**src/inc/ocr_pkg.sv**
```systemverilog
// constants for the oscillator control register bank
package ocr_pkg;
    // register offsets within a page
    localparam logic [7:0] ADDR_ID      = 8'h00;
    localparam logic [7:0] ADDR_CTRL    = 8'h07;
    localparam logic [7:0] ADDR_OUT     = 8'h11;
    localparam logic [7:0] ADDR_FAST_LO = 8'h17;
    localparam logic [7:0] ADDR_PACKED  = 8'h18;
    localparam logic [7:0] ADDR_FB0     = 8'h1a;
    localparam logic [7:0] ADDR_FB1     = 8'h1b;
    localparam logic [7:0] ADDR_FB2     = 8'h1c;
    localparam logic [7:0] ADDR_FB3     = 8'h1d;
    localparam logic [7:0] ADDR_FB4     = 8'h1e;
    localparam logic [7:0] ADDR_FB_TOP  = 8'h1f;
    localparam logic [7:0] ADDR_BYPASS  = 8'h45;
    localparam logic [7:0] ADDR_FINE0   = 8'he7;
    localparam logic [7:0] ADDR_FINE1   = 8'he8;
    localparam logic [7:0] ADDR_FINE2   = 8'he9;
    localparam logic [7:0] ADDR_PAGE    = 8'hff;

    // field positions
    localparam int CTRL_RESET_BIT = 7;
    localparam int CTRL_CAL_BIT   = 3;
    localparam int OUT_EN_BIT     = 0;
    localparam int PACKED_P2_LSB  = 4;
    localparam int BYPASS_BIT     = 7;

    // field widths
    localparam int FAST_W = 11;
    localparam int P2_W   = 3;
    localparam int FB_W   = 43;
    localparam int FINE_W = 24;
    localparam int PAGE_W = 2;

    // reset values, reserved bits of register 69 and ratio clip code
    localparam logic             RST_OVERRIDE = 1'b1;
    localparam logic [FAST_W-1:0] RST_FAST    = 11'h054;
    localparam logic [P2_W-1:0]   RST_P2      = 3'h0;
    localparam logic [FB_W-1:0]   RST_FB      = 43'h06400000000;
    localparam logic             RST_BYPASS   = 1'b1;
    localparam logic [6:0]        BYPASS_RSVD = 7'h01;
    localparam logic [P2_W-1:0]   P2_MAX_CODE = 3'h5;

    // timing
    localparam int unsigned CAL_TIME_US = 30000;
    localparam int unsigned SYS_CLK_MHZ = 100;
    localparam int unsigned CAL_CYCLES  = CAL_TIME_US * SYS_CLK_MHZ;

    // bus address and part code; both values are arbitrary
    localparam logic [6:0] DEF_BUS_ADDR  = 7'h55;
    localparam logic [7:0] DEF_PART_CODE = 8'h3c;

    typedef enum logic [3:0] {
        S_IDLE, S_DEV, S_DEV_ACK, S_PTR, S_PTR_ACK,
        S_WR, S_WR_ACK, S_RD, S_RD_ACK
    } ocr_state_type;
endpackage

```
**src/ocr_regs.sv**
```systemverilog
// serial-bus register bank of the programmable oscillator
// Overview of operation
// address zero reads a fixed part code; writes do nothing
// writing one to bit 7 of register 7 resets device; bit reads zero
// writing one to bit 3 of register 7 starts calibration; self clears
// override bit zero forces output off; one hands control to pin
// fast divider is 11 bits: reg 23 low, reg 24 bits 2:0 high
// host keeps fast divider 5..2046, even above 33
// power-of-two code 0..7 gives ratios 1,2,4,8,16,32,32,32
// feedback ratio is 11.32 fixed point over registers 26..31
// host keeps feedback integer part between 60 and 2045
// bypass bit set skips calibration; clear lets it run
// fine offset is 24-bit two's complement frequency step word
// host keeps fine offset within -8161513..+8161512
// fine offset takes effect only when register 233 is written
// host writes fine offset bytes 231, 232, then 233
// page bits in register 255 form address bits 9:8
// effective address is page times 256 plus bus address
// host changes frequency in the fixed page/bypass/disable/cal order
// host starts calibration with 0x08 to register 7, waits 30 ms
// new fine offset is applied in one step, without glitches
// unused bits of registers 17, 24, 31 read zero, writes ignored
// host preserves reserved bits of registers 69 and 255
`timescale 1ns/1ns
module ocr_regs #(
    parameter logic [6:0]  BUS_ADDR   = ocr_pkg::DEF_BUS_ADDR,
    parameter logic [7:0]  PART_CODE  = ocr_pkg::DEF_PART_CODE,
    parameter int unsigned CAL_CYCLES = ocr_pkg::CAL_CYCLES
) (
    input  wire logic                        i_clk_sys,
    input  wire logic                        i_nrst,
    input  wire logic                        i_scl,
    input  wire logic                        i_sda,
    output logic                             o_sda_out,
    output logic                             o_sda_oe,
    input  wire logic                        i_output_enable_n,
    output logic                             o_clk_enable,
    output logic                             o_output_override_enable,
    output logic [ocr_pkg::FAST_W-1:0]       o_fast_output_divider,
    output logic [ocr_pkg::P2_W-1:0]         o_power_of_two_divider,
    output logic [5:0]                       o_power_of_two_ratio,
    output logic [ocr_pkg::FB_W-1:0]         o_feedback_ratio,
    output logic                             o_calibration_bypass,
    output logic                             o_calibration_start,
    output logic                             o_calibration_busy,
    output logic [ocr_pkg::FINE_W-1:0]       o_fine_frequency_offset,
    output logic                             o_fine_offset_load,
    output logic                             o_device_reset,
    output logic [ocr_pkg::PAGE_W-1:0]       o_page
);
    import ocr_pkg::*;

    localparam int CAL_W = $clog2(CAL_CYCLES + 1);

    if (CAL_CYCLES < 1 || CAL_W > 31) begin : g_bad_cal
        $error("calibration cycle count out of range");
    end

    // ratio 2**code, clipped at 32
    function automatic logic [5:0] p2_ratio(input logic [P2_W-1:0] code);
        logic [P2_W-1:0] c;
        c = (code > P2_MAX_CODE) ? P2_MAX_CODE : code;
        return 6'(6'h01 << c);
    endfunction

    // pin synchronisers
    logic [1:0] scl_sync;
    logic [1:0] sda_sync;
    logic [1:0] oe_n_sync;
    logic       scl_q;
    logic       sda_q;

    always_ff @(posedge i_clk_sys) begin
        if (!i_nrst) begin
            scl_sync  <= 2'h3;
            sda_sync  <= 2'h3;
            oe_n_sync <= 2'h3;
            scl_q     <= 1'b1;
            sda_q     <= 1'b1;
        end else begin
            scl_sync  <= {scl_sync[0], i_scl};
            sda_sync  <= {sda_sync[0], i_sda};
            oe_n_sync <= {oe_n_sync[0], i_output_enable_n};
            scl_q     <= scl_sync[1];
            sda_q     <= sda_sync[1];
        end
    end

    wire scl        = scl_sync[1];
    wire sda        = sda_sync[1];
    wire scl_rise   = scl & ~scl_q;
    wire scl_fall   = ~scl & scl_q;
    wire start_cond = scl & scl_q & sda_q & ~sda;
    wire stop_cond  = scl & scl_q & ~sda_q & sda;

    // protocol state
    ocr_state_type state;
    ocr_state_type next_state;
    logic [2:0]    bit_cnt;
    logic [2:0]    next_bit_cnt;
    logic [7:0]    shreg;
    logic [7:0]    next_shreg;
    logic [7:0]    ptr;
    logic [7:0]    next_ptr;
    logic          full;
    logic          next_full;
    logic          nack;
    logic          next_nack;
    logic          next_sda_oe;
    logic          wr_stb;
    logic [7:0]    rd_data;

    // register bank
    logic [7:0]        fine_stage0;
    logic [7:0]        fine_stage1;
    logic [CAL_W-1:0]  cal_cnt;

    wire [9:0] eff_addr  = {o_page, ptr};
    wire       page_zero = (o_page == 2'h0);
    wire       sel_page  = (ptr == ADDR_PAGE);
    wire       wr_pg0    = wr_stb & page_zero;
    wire       w_ctrl    = wr_pg0 & (ptr == ADDR_CTRL);
    wire       cal_go    = w_ctrl & shreg[CTRL_CAL_BIT]
                           & ~o_calibration_bypass & ~o_calibration_busy;
    wire       fine_go   = wr_pg0 & (ptr == ADDR_FINE2);

    always_comb begin
        next_state   = state;
        next_bit_cnt = bit_cnt;
        next_shreg   = shreg;
        next_ptr     = ptr;
        next_full    = full;
        next_nack    = nack;
        next_sda_oe  = o_sda_oe;
        wr_stb       = 1'b0;
        if (start_cond) begin
            next_state   = S_DEV;
            next_bit_cnt = 3'h0;
            next_full    = 1'b0;
            next_sda_oe  = 1'b0;
        end else if (stop_cond) begin
            next_state  = S_IDLE;
            next_sda_oe = 1'b0;
        end else if (scl_rise) begin
            unique case (state)
                S_DEV, S_PTR, S_WR: begin
                    next_shreg   = {shreg[6:0], sda};
                    next_bit_cnt = 3'(bit_cnt + 3'h1);
                    next_full    = (bit_cnt == 3'h7);
                end
                S_RD_ACK: next_nack = sda;
                default: ;
            endcase
        end else if (scl_fall) begin
            unique case (state)
                S_IDLE: ;
                S_DEV: if (full) begin
                    next_full = 1'b0;
                    if (shreg[7:1] == BUS_ADDR) begin
                        next_state  = S_DEV_ACK;
                        next_sda_oe = 1'b1;
                    end else begin
                        next_state = S_IDLE;
                    end
                end
                S_DEV_ACK: if (shreg[0]) begin
                    next_state   = S_RD;
                    next_shreg   = rd_data;
                    next_sda_oe  = ~rd_data[7];
                    next_bit_cnt = 3'h0;
                    next_ptr     = 8'(ptr + 8'h01);
                end else begin
                    next_state  = S_PTR;
                    next_sda_oe = 1'b0;
                end
                S_PTR: if (full) begin
                    next_full   = 1'b0;
                    next_ptr    = shreg;
                    next_sda_oe = 1'b1;
                    next_state  = S_PTR_ACK;
                end
                S_PTR_ACK: begin
                    next_sda_oe = 1'b0;
                    next_state  = S_WR;
                end
                S_WR: if (full) begin
                    next_full   = 1'b0;
                    wr_stb      = 1'b1;
                    next_sda_oe = 1'b1;
                    next_state  = S_WR_ACK;
                end
                S_WR_ACK: begin
                    next_sda_oe = 1'b0;
                    next_ptr    = 8'(ptr + 8'h01);
                    next_state  = S_WR;
                end
                S_RD: if (bit_cnt == 3'h7) begin
                    next_sda_oe = 1'b0;
                    next_state  = S_RD_ACK;
                end else begin
                    next_bit_cnt = 3'(bit_cnt + 3'h1);
                    next_shreg   = {shreg[6:0], 1'b0};
                    next_sda_oe  = ~shreg[6];
                end
                S_RD_ACK: if (nack) begin
                    next_state = S_IDLE;
                end else begin
                    next_state   = S_RD;
                    next_shreg   = rd_data;
                    next_sda_oe  = ~rd_data[7];
                    next_bit_cnt = 3'h0;
                    next_ptr     = 8'(ptr + 8'h01);
                end
            endcase
        end
    end

    always_ff @(posedge i_clk_sys) begin
        if (!i_nrst) begin
            state     <= S_IDLE;
            bit_cnt   <= 3'h0;
            shreg     <= 8'h00;
            ptr       <= 8'h00;
            full      <= 1'b0;
            nack      <= 1'b1;
            o_sda_oe  <= 1'b0;
            o_sda_out <= 1'b0;
        end else begin
            state     <= next_state;
            bit_cnt   <= next_bit_cnt;
            shreg     <= next_shreg;
            ptr       <= next_ptr;
            full      <= next_full;
            nack      <= next_nack;
            o_sda_oe  <= next_sda_oe;
            o_sda_out <= 1'b0;
        end
    end

    // read mux; register 7 always reads zero since both bits self clear
    always_comb begin
        rd_data = 8'h00;
        if (sel_page) begin
            rd_data = {6'h00, o_page};
        end else if (page_zero) begin
            unique case (eff_addr[7:0])
                ADDR_ID:      rd_data = PART_CODE;
                ADDR_CTRL:    rd_data = 8'h00;
                ADDR_OUT: rd_data = {7'h00, o_output_override_enable};
                ADDR_FAST_LO: rd_data = o_fast_output_divider[7:0];
                ADDR_PACKED:  rd_data = {1'b0, o_power_of_two_divider,
                                         1'b0, o_fast_output_divider[10:8]};
                ADDR_FB0:     rd_data = o_feedback_ratio[7:0];
                ADDR_FB1:     rd_data = o_feedback_ratio[15:8];
                ADDR_FB2:     rd_data = o_feedback_ratio[23:16];
                ADDR_FB3:     rd_data = o_feedback_ratio[31:24];
                ADDR_FB4:     rd_data = o_feedback_ratio[39:32];
                ADDR_FB_TOP:  rd_data = {5'h00, o_feedback_ratio[42:40]};
                ADDR_BYPASS:  rd_data = {o_calibration_bypass, BYPASS_RSVD};
                ADDR_FINE0:   rd_data = fine_stage0;
                ADDR_FINE1:   rd_data = fine_stage1;
                ADDR_FINE2:   rd_data = o_fine_frequency_offset[23:16];
                default:      rd_data = 8'h00;
            endcase
        end
    end

    // a soft reset restores the bank one cycle after the write
    always_ff @(posedge i_clk_sys) begin
        if (!i_nrst || o_device_reset) begin
            o_output_override_enable <= RST_OVERRIDE;
            o_fast_output_divider    <= RST_FAST;
            o_power_of_two_divider   <= RST_P2;
            o_feedback_ratio         <= RST_FB;
            o_calibration_bypass     <= RST_BYPASS;
            fine_stage0              <= 8'h00;
            fine_stage1              <= 8'h00;
            o_fine_frequency_offset  <= '0;
            o_page                   <= 2'h0;
        end else if (wr_stb) begin
            if (sel_page) begin
                o_page <= shreg[1:0];
            end
            if (page_zero) begin
                unique case (ptr)
                    ADDR_OUT: o_output_override_enable <= shreg[OUT_EN_BIT];
                    ADDR_FAST_LO: o_fast_output_divider[7:0] <= shreg;
                    ADDR_PACKED: begin
                        o_fast_output_divider[10:8] <= shreg[2:0];
                        o_power_of_two_divider <=
                            shreg[PACKED_P2_LSB +: P2_W];
                    end
                    ADDR_FB0:    o_feedback_ratio[7:0]   <= shreg;
                    ADDR_FB1:    o_feedback_ratio[15:8]  <= shreg;
                    ADDR_FB2:    o_feedback_ratio[23:16] <= shreg;
                    ADDR_FB3:    o_feedback_ratio[31:24] <= shreg;
                    ADDR_FB4:    o_feedback_ratio[39:32] <= shreg;
                    ADDR_FB_TOP: o_feedback_ratio[42:40] <= shreg[2:0];
                    ADDR_BYPASS: o_calibration_bypass <= shreg[BYPASS_BIT];
                    ADDR_FINE0:  fine_stage0 <= shreg;
                    ADDR_FINE1:  fine_stage1 <= shreg;
                    // whole word lands in one edge, never a torn value
                    ADDR_FINE2:  o_fine_frequency_offset <=
                                     {shreg, fine_stage1, fine_stage0};
                    default: ;
                endcase
            end
        end
    end

    // pulses, calibration timer and output gating
    always_ff @(posedge i_clk_sys) begin
        if (!i_nrst) begin
            o_device_reset       <= 1'b0;
            o_calibration_start  <= 1'b0;
            o_calibration_busy   <= 1'b0;
            cal_cnt              <= '0;
            o_fine_offset_load   <= 1'b0;
            o_clk_enable         <= 1'b0;
            o_power_of_two_ratio <= 6'h01;
        end else begin
            o_device_reset      <= w_ctrl & shreg[CTRL_RESET_BIT];
            o_calibration_start <= cal_go;
            o_fine_offset_load  <= fine_go & ~o_device_reset;
            if (cal_go) begin
                cal_cnt            <= CAL_W'(CAL_CYCLES);
                o_calibration_busy <= 1'b1;
            end else if (o_device_reset) begin
                cal_cnt            <= '0;
                o_calibration_busy <= 1'b0;
            end else if (cal_cnt != '0) begin
                cal_cnt            <= CAL_W'(cal_cnt - 1'b1);
                o_calibration_busy <= (cal_cnt != CAL_W'(1));
            end
            o_clk_enable <= o_output_override_enable & ~oe_n_sync[1];
            o_power_of_two_ratio <= p2_ratio(o_power_of_two_divider);
        end
    end
endmodule

```
**config.mk**
```make
export PLATFORM = sky130hd
export DESIGN_NAME = ocr_regs
export DESIGN_NICKNAME = d
export VERILOG_FILES = /design/src/inc/ocr_pkg.sv /design/src/ocr_regs.sv
export SDC_FILE = /design/constraint.sdc
export NUM_CORES = 1
export LEC_CHECK = 0
export ABC_CLOCK_PERIOD_IN_PS = 4470
export BUFFER_PORTS_ARGS = -buffer_cell sky130_fd_sc_hd__buf_2
export CORE_MARGIN = 5
export CORE_UTILIZATION = 45
export DETAILED_ROUTE_END_ITERATION = 12
export PLACE_DENSITY = 0.67
export SETUP_SLACK_MARGIN = 0.1
export SLEW_MARGIN = 20
export SYNTH_ARGS = -nofsm -noshare
export SYNTH_HDL_FRONTEND = slang
export SYNTH_SLANG_ARGS = --single-unit
```
**constraint.sdc**
```tcl
create_clock -name i_clk_sys -period 4.47 [get_ports i_clk_sys]
set_clock_uncertainty 0.1 [all_clocks]
set_input_delay 0 -clock i_clk_sys [delete_from_list [all_inputs] [get_ports i_clk_sys]]
set_output_delay 0 -clock i_clk_sys [all_outputs]
set_load 0.05 [all_outputs]
```
### Yosys cells after proc, flatten, opt, wreduce, memory -nomap -nowiden

Cells that the tools add are included.

| storage, ports and cells | value |
|---|---|
| output and inout port bits | 98 |
| flip-flop bits (word level) | 168 |
| input port bits | 5 |

| operators by class | value |
|---|---|
| $add $sub $neg | 3 |
| bitwise logic cells | 30 |
| order comparisons | 1 |
| muxes and demuxes | 57 |
| reductions and logical operators | 42 |
| shifts and indexed selects | 1 |
| eq/ne operators | 44 |

Operators by type and width:

| operator | number |
|---|---|
| 8-bit one-hot mux with 14 select lines | 1 |
| 8-bit two-way mux | 11 |
| 8-bit by 5-bit == test with 1-bit output (second input constant) | 9 |
| 22-bit two-way mux | 3 |
| 3-bit AND reduction | 13 |
| 7-bit AND reduction | 5 |
| 8-bit == test (second input constant) | 4 |
| 8-bit one-hot mux with 4 select lines | 1 |
| 4-bit one-hot mux with 7 select lines | 1 |
| 3-bit two-way mux | 9 |
| 8-bit one-hot mux with 3 select lines | 1 |
| 1-bit two-way mux | 23 |
| 22-bit by 1-bit inequality test with 1-bit output (second input constant) | 1 |
| 22-bit nonzero test | 1 |
| 22-bit by 1-bit subtractor with 22-bit output (second input constant) | 1 |
| 2-bit inequality test (second input constant) | 9 |
| 1-bit AND | 16 |
| 4-bit by 3-bit == test with 1-bit output (second input constant) | 4 |
| 4-bit two-way mux | 4 |
| 4-bit inequality test (second input constant) | 4 |
| 8-bit AND reduction | 2 |
| 1-bit inverter | 14 |
| 3-bit inequality test (second input constant) | 3 |
| 3-bit one-hot mux with 3 select lines | 1 |
| other kinds (29) | 37 |

### Logic depth before layout (Yosys ltp)

Gate-level depths: netlist of run 1.

| depth | value |
|---|---|
| depth in word-level cells | 12 |
| depth in mapped cells | 10 |
| depth with buffers taken out | 8 |

### Worst setup path after synthesis of run 1

OpenSTA, ideal clock, no wires.

| timing | value |
|---|---|
| path kind | register -> register |
| from | register ptr[0] |
| to | register shreg[3] |
| library setup time | 0.119 ns |
| arrival | 2.235 ns |
| path slack | 2.016 ns |
| buffers on the path | 1 |
| cell stages (with the launch flop) | 10 |
| cells stage by stage | dfxtp_1 > inv_1 > ha_1 > clkbuf_1 > nor4b_1 > a211oi_2 > o41ai_1 > a211o_1 > a21oi_1 > o221a_2 |

| between the ends | value |
|---|---|
| longest elaborated chain between the ends | 8 |
| elaborated cells between the ends (all ways) | 23 |
| those cells by class | 14 x eq/ne; 8 x mux; 1 x reduce/logical |

RTL lines:

| item | RTL line | source |
|---|---|---|
| start: declaration | ocr_regs.sv:103 | `logic [7:0] ptr;` |
| start signal: assignment | ocr_regs.sv:232 | `ptr <= next_ptr;` |
| 8-bit == test, or another cell as far along | ocr_regs.sv:246 | `unique case (eff_addr[7:0])` |
| 8-bit one-hot mux with 14 select lines | ocr_regs.sv:246 |  |
| 8-bit two-way mux | ocr_regs.sv:245 | `end else if (page_zero) begin` |
| 8-bit two-way mux * | ocr_regs.sv:243 | `if (sel_page) begin` |
| 8-bit two-way mux, on equally long branches | ocr_regs.sv:205, ocr_regs.sv:166 |  |
| 8-bit one-hot mux with 3 select lines * | ocr_regs.sv:155 | `unique case (state)` |
| 8-bit two-way mux * | ocr_regs.sv:154 | `end else if (scl_fall) begin` |
| 8-bit two-way mux * | ocr_regs.sv:144 | `end else if (scl_rise) begin` |
| end signal: assignment | ocr_regs.sv:231 | `shreg <= next_shreg;` |
| end: declaration | ocr_regs.sv:101 | `logic [7:0] shreg;` |

Mark *: on every way between the ends. The rest lies on a longest branch, timed or not. The select of a mux whose other input is x is not followed.
A chain may end at the register's enable or synchronous reset.

### Worst setup path after layout of run 1

| timing | value |
|---|---|
| from | register state[0] |
| to | register o_fast_output_divider[4] (netlist name) |

| between the ends | value |
|---|---|
| longest elaborated chain between the ends | 7 |

RTL lines:

| item | RTL line | source |
|---|---|---|
| start: declaration | ocr_regs.sv:97 | `ocr_state_type state;` |
| start signal: assignment | ocr_regs.sv:229 | `state <= next_state;` |
| 4-bit by 3-bit == test with 1-bit output | ocr_regs.sv:155 |  |
| 1-bit two-way mux | ocr_regs.sv:155 |  |
| 1-bit two-way mux | ocr_regs.sv:154 |  |
| 1-bit two-way mux | ocr_regs.sv:144 |  |
| 1-bit two-way mux | ocr_regs.sv:141 | `end else if (stop_cond) begin` |
| 1-bit two-way mux | ocr_regs.sv:136 | `if (start_cond) begin` |
| 3-bit AND reduction (no source line) | -- |  |
| end: declaration | ocr_regs.sv:39 | `output logic [ocr_pkg::FAST_W-1:0] o_fast_output_divider,` |

No other way between the ends.

==> key figures, run 1 <==
Routing
  • Average wire per standard cell: approximately 19 microns
  • Via count: roughly 7.2k
  • DRC viols: 0
  • DRT iter0 DRCs: about 770
  • Drt total wl: about 23000 microns
  • Antenna-violating nets left: 0
  • Vias per cell: between 5 and 6
  • Pre-antenna DRT Iters: 7

Critical path
  • Critical path class: reg -> reg
  • Critical Path Source: state[0]$_SDFFE_PN0P_
  • Critical Path Sink Type: flip-flop
  • Crit-path cells: and2b_1 -> nand4b_1 -> nor4_4 -> buf_4 -> nand3_1 -> nor3_1 -> a21oi_1
  • Slowest stage delay, CP: between 0.7 and 0.8 ns
  • Slowest stage cell on the critical path: dfxtp_1
  • Critical Path Source Type: flip-flop
  • CP required: 4.66 ns
  • Arrival @ worst endpoint: ~3.4 ns
  • Worst r2r src: state[0]$_SDFFE_PN0P_
  • Top delay family on crit path: simple AND/OR/NAND/NOR gates
  • Critical-path maximum fanout: 19
  • Crit path buf inv count: 1

Floorplan
  • DIE AREA: 20370 sq um
  • Row cnt: 48
  • Die height: ~140 microns
  • Die Wd: between 100 and 150 microns
  • Core area: roughly 17000 sq um
  • # IOs: about 100
  • Effective utilization at floorplan: between 40 and 50%

Timing
  • FMAX: ~0.31 GHz
  • Final setup viols: 0
  • Final period util: about 71%
  • Hold Violations, Final: 0
  • Tmin final: about 3.2 ns
  • Unrepaired setup endpoints after global routing: no
  • Slew @ Worst Pin: a little under 0.9 ns
  • Setup TNS: 0 ns
  • Final setup margin: 1.277 ns
  • Pins Over Slew Limit: 0
  • Relative slew slack: between 40% and 50%

Synthesis
  • Syn_area_per_cell: roughly 8.5 sq um
  • Post-synthesis async set-or-reset flop share: 0%
  • Ys Warns: 0
  • Number of synthesized flops with an enable pin: 0
  • Seq/Total Area, Yosys: between 40% and 50%
  • Mapped Area: a little under 8000 sq um
  • Mapped Cells: between 900 and 1k
  • Largest cells by area after synthesis: dfxtp_1, mux2i_1, o21ai_0
  • Synth area leader: dfxtp_1
  • Post-synth top area share: a little over two fifths
  • Ys flop type: dfxtp_1
  • Syn_nets: about 950
  • Seq cells post-synth: about 170
  • Synth cell types: just over 80

Clock tree
  • CTS tree: yes
  • Clock latency on the worst-skew pair: approximately 0.43 ns
  • H-Tree Depth: 4
  • Root buf cell: clkbuf_16
  • Clock-pin slew on the worst setup and hold paths: approximately 0.07 ns
  • Post-CTS Setup Bufs: 0
  • PostCTS Resize Cnt: 0
  • TritonCTS Buffers: 17
  • CTS Sinks: roughly 170
  • Max Buffers Root-to-Sink: 2

Cells and area
  • Commonest non-fill, non-tap cell in the layout: dfxtp_1
  • Share of cells above drive strength 1: between 15 and 20%
  • Highest-count cells in the layout ignoring fill and taps: dfxtp_1, nor2_1, buf_2
  • Fill count: about 1.7k
  • Ant diodes: 0
  • Layout area overhead: 14.75%
  • Net count reported at finish: slightly above 1k

GRT
  • First-pass GRT wire length: about 37000 microns
  • Largest net degree at the start of global routing: between 40 and 50
  • Total GRT Usage: a little under a quarter
  • Vias in the first global route: approximately 6.7k
  • GR Overflow Total: 0
  • Initial antenna violation count: 0

Placed design
  • Pre-CTS WS: ~1.4 ns
  • HPWL Detailed: 16350 microns
  • Placer Congestion: about 0.88
  • Port bufs: approximately 100

Power
  • Leak: 0.003669 uW
  • Peak VDD IR: between 200 and 250 uV
  • Power Dens Cells: 399.9 nW/um^2

Outcome
  • Status: finished clean

Hold path
  • Hold path startpoint: oe_n_sync[1]$_SDFF_PN1_
  • Worst Hold Class: reg -> reg

Run
  • Max cap viols: 0
power by group:
part           switching [uW]  internal, uW  total [uW]  leakage, uW
clock network             642           727        1370     0.000264
logic                     361           253         614      0.00205
registers                79.4          1580        1660      0.00136
total                    1080          2560        3640      0.00367
state kept, by name, indices dropped and copies added (netlist names), 6 cells and up:
register                 flops
cal_cnt                     22
o_fine_frequency_offset     24
fine_stage0                  8
ptr                          8
shreg                        8
o_fast_output_divider       11
o_power_of_two_ratio         6
fine_stage1                  8
o_feedback_ratio            43
synthesized netlist by cell type, types with 6 or more instances:
cell type	number
dfxtp_1	168
nor2_1	104
o21ai_0	85
nand3_1	80
nand2_1	65
clkbuf_1	51
mux2i_1	50
a21oi_1	39
nand2b_1	18
nor3_1	17
a22oi_1	16
inv_1	14
buf_2	13
a31oi_1	12
ha_1	11
buf_1	9
nand3b_1	9
nand4_1	8
xnor2_1	8
xor2_1	8
a222oi_1	7
or3_1	7
a211oi_1	6
a22o_1	6
nor4_1	6
o211ai_1	6
o22ai_1	6
o31ai_1	6
worst paths after layout:
path                                                         endpoint  slack, ns  depth (start not counted)
worst max register to register  o_fast_output_divider[4]$_SDFFE_PP1P_       1.28                          7
worst min-delay path                          o_clk_enable$_SDFF_PN0_       0.28                          1
worst max-delay path            o_fast_output_divider[4]$_SDFFE_PP1P_       1.28                          7
worst min register to register                o_clk_enable$_SDFF_PN0_       0.28                          1
cell families (layout without fill, tap and decap cells):
kind of cell,Yosys count,after routing,synth area share (%)
buffers and inverters,91,163,4.750
xor gates and xnor gates,16,16,1.767
other,1,1,0.04730
adders and majority gates,11,11,1.736
muxes,51,51,6.454
and+or+nand+nor,370,370,24.76
AOI/OAI and AO/OA,225,225,18.07
DFF,168,168,42.42
repair_timing:
item,in CTS,in global routing
hold endpoints to repair,11,0
hold buffers,7,0
setup endpoints to repair,0,0
per-layer routing:
layer,up-vias,share of wire (%),GRT usage (%)
met2,251,45,34.69
met1,3380,45,31.51
met4,0,3.5,8.904
met5,-,0,0
li1,3497,-,-
met3,54,5.7,4.756
stage by stage:
step           utilization, %  cells  instance area [sq um]  power [uW]  hold WS, ns
5_1_grt                 52.60   1230                   9099        3823       0.2933
6_report                52.60   1230                   9099        3639       0.2825
3_5_place_dp            49.04   1191                   8482        2290      0.08613
2_1_floorplan               -    933                   7929        2178     -0.02696
4_1_cts                 52.59   1230                   9096        3656       0.2831
3_3_place_gp            49.04   1191                   8482        2283      0.08200
area by class of cell:
cell class | instances | area (sq um) | share of cell area, %
Timing Repair Buffer | 117 | 655.6 | 7.206
Sequential cell | 168 | 3363 | 36.96
Multi-Input combinational cell | 674 | 4202 | 46.18
Clock buffer | 19 | 432.9 | 4.758
Clock inverter | 13 | 111.4 | 1.224
Tap cell | 225 | 281.5 | 3.094
Inverter | 14 | 52.55 | 0.5776
(Power assumes the default switching activity.)
==> run 2, diff against run 1 <==
- ABC_AREA: unset -> 1
- ABC_CLOCK_PERIOD_IN_PS: 4470 -> 2900
- PLACE_DENSITY: 0.67 -> 0.69
- clock period: 4.47 -> 2.9 ns (I/O delays scaled with it)
==> key figures, run 2 <==
Synthesis
  • Seq cells post-synth: around 170
  • Post-synthesis async set-or-reset flop share: 0%
  • Synth cell types: 38
  • Syn_area_per_cell: 7.046 sq um
  • Number of synthesized flops with an enable pin: 0
  • Synth area leader: dfxtp_1
  • Largest cells by area after synthesis: dfxtp_1, nand2_1, a21oi_1
  • Seq/Total Area, Yosys: 41.98%
  • Syn_nets: 1153
  • Most frequent cell after synthesis: nand2_1
  • Mapped Area: ~8000 sq um
  • Top cells by count, synth: nand2_1, dfxtp_1, a21oi_1, inv_1, o21ai_0
  • Ys Warns: 0
  • Post-synth top area share: a little over two fifths
  • Ys flop type: dfxtp_1
  • Mapped Cells: roughly 1.1k

Critical path
  • Critical Path Source Type: flip-flop
  • Slowest stage delay, CP: 0.38 ns
  • Most frequent CP cell: nand2_1
  • Critical path class: reg -> reg
  • Arrival @ worst endpoint: 2.77 ns
  • Crit-path cells: inv_1 -> ha_1 -> clkinv_2 -> nand2_1 -> nor2_2 -> nand3_2 -> nor2_8 -> nand2_1 -> inv_2 -> nand2_1 -> a21oi_1
  • Crit path buf inv count: 3
  • CP required: 3.16 ns
  • Critical Path Sink Type: flip-flop
  • Top delay family on crit path: simple AND/OR/NAND/NOR gates
  • Critical-path maximum fanout: 25
  • Slowest stage cell on the critical path: nor2_8

Floorplan
  • Effective utilization at floorplan: a little under half
  • Core area: between 15000 and 20000 sq um
  • # IOs: ~100
  • Row cnt: between 40 and 50
  • Die Wd: 143.4 microns
  • DIE AREA: ~21000 sq um
  • Die height: approximately 140 microns

Placed design
  • Pre-CTS WS: approximately 0.43 ns
  • HPWL Detailed: 17230 microns
  • Placed Area: between 8000 and 9000 sq um
  • Port bufs: 101
  • Placer Congestion: 0.9783

GRT
  • Met2 Usage GRT: 34.38%
  • GR peak layer: met2
  • Met3 Use GR: about 5.4%
  • First-pass GRT wire length: approximately 38000 microns
  • GR Overflow Total: 0
  • Initial antenna violation count: 0
  • Largest net degree at the start of global routing: 80
  • Vias in the first global route: 7089
  • Met1 Track Usage GR: 33.85%
  • Total GRT Usage: a little under a quarter

Routing
  • Average wire per standard cell: between 15 and 20 microns
  • Pre-antenna DRT Iters: 6
  • Antenna-violating nets left: 0
  • DRC viols: 0
  • DRT iter0 DRCs: approximately 750
  • Vias per cell: roughly 5.4
  • Drt total wl: 24010 microns
  • Via count: a little under 8k

Clock tree
  • Root buf cell: clkbuf_16
  • CTS Sinks: about 170
  • # hold bufs at CTS: 4
  • Clock-pin slew on the worst setup and hold paths: 0.07 ns
  • H-Tree Depth: 4
  • TritonCTS Buffers: 17
  • Max Buffers Root-to-Sink: 2
  • Post-CTS Setup Bufs: 0
  • PostCTS Resize Cnt: 0
  • CTS tree: yes
  • Clock latency on the worst-skew pair: around 0.44 ns

Timing
  • Tmin final: 2.517 ns
  • Pins Over Slew Limit: 0
  • Hold slack final: between 0.15 and 0.2 ns
  • Relative slew slack: between 40% and 50%
  • Unrepaired setup endpoints after global routing: no
  • Final setup margin: between 0.3 and 0.4 ns
  • Slew @ Worst Pin: 0.7517 ns
  • Setup TNS: 0 ns
  • Hold Violations, Final: 0
  • FMAX: between 0.3 and 0.4 GHz
  • Final setup viols: 0
  • Final period util: between 80 and 90%

Cells and area
  • Share of cells above drive strength 1: approximately 17%
  • Largest regs: o_feedback_ratio (43), o_fine_frequency_offset (24), cal_cnt (22)
  • Max FFs per register: 43
  • Top reg by flops: o_feedback_ratio
  • Highest-count cells in the layout ignoring fill and taps: nand2_1, dfxtp_1, a21oi_1
  • Net count reported at finish: between 1k and 1.5k
  • Layout area overhead: 16.80%
  • Ant diodes: 0
  • Fin area: approximately 9400 sq um
  • Commonest non-fill, non-tap cell in the layout: nand2_1

Power
  • Peak VDD IR: between 600 and 700 uV
  • Leak: a little over 0.004 uW
  • Power Dens Cells: roughly 660 nW/um^2

Hold path
  • Worst Hold Class: in -> reg

Run
  • Max cap viols: 0

Outcome
  • Status: finished clean
==> run 2: changes by cell type after synthesis, sizes merged, moves of 11 or more <==
| cell | change |
|---|---|
| a21oi | +104 |
| a22oi | -16 |
| a31oi | -12 |
| clkbuf | -26 |
| inv | +137 |
| mux2i | -50 |
| nand2 | +132 |
| nand2b | -18 |
| nand4 | +11 |
| nor2 | +11 |
| o21ai | +30 |
==> run 2: cell families (layout without fill, tap and decap cells) <==
group                      Yosys count  after routing  share of synthesized area, %
AOI/OAI and AO/OA                  278            278                         18.02
xor gates and xnor gates            18             18                         1.968
adders and majority gates           11             11                         1.718
buffers and inverters              199            307                         10.03
DFF                                168            168                         41.98
other                                1              1                       0.04681
and+or+nand+nor                    462            462                         26.24
==> run 2: where the power goes <==
group / leakage (uW) / switching [uW] / internal [uW] / total [uW]
logic: 0.00240 / 785 / 488 / 1270
registers: 0.00136 / 142 / 2460 / 2600
clock network: 0.000296 / 1070 / 1230 / 2300
==> run 2: per-layer routing <==
layer,vias to the layer above,share of wire [%]
li1,3916,-
met4,0,2.3
met3,47,8.9
met1,3634,46
met5,-,0
met2,350,43
==> run 2: final timing paths <==
| check | startpoint | to | slack [ns] | cells after the start |
|---|---|---|---|---|
| setup / recovery | scl_q$_SDFF_PN1_ | fine_stage0[4]$_SDFFE_PP0P_ | 0.38 | 11 |
| hold / removal | i_scl | scl_sync[0]$_SDFF_PN1_ | 0.19 | 3 |
| setup reg to reg | scl_q$_SDFF_PN1_ | fine_stage0[4]$_SDFFE_PP0P_ | 0.38 | 11 |
| hold reg to reg | oe_n_sync[1]$_SDFF_PN1_ | o_clk_enable$_SDFF_PN0_ | 0.28 | 1 |
==> run 2: worst min-delay path, delay by kind of cell <==
kind | cells | cell delay [ns]
buffers and inverters | 2 | 0.62
and+or+nand+nor | 1 | 0.08
==> run 2: cell type report <==
class                   count  area, sq um
clock buffers              17        425.4
clock inverters            15        182.7
fillers                  1701         7999
inverters                 152        571.8
multi-input cells         770         3852
flip-flops and latches    168         3363
well taps                 225        281.5
repair buffers            123        680.7
==> run 2: metrics by stage <==
stage | utilization [%] | total power [uW] | instances
3_5_place_dp | 50.18 | 3911 | 1434
2_1_floorplan | - | 3674 | 1137
6_report | 53.91 | 6181 | 1470
5_1_grt | 53.91 | 6552 | 1470
3_3_place_gp | 50.18 | 3898 | 1434
4_1_cts | 53.91 | 6206 | 1470
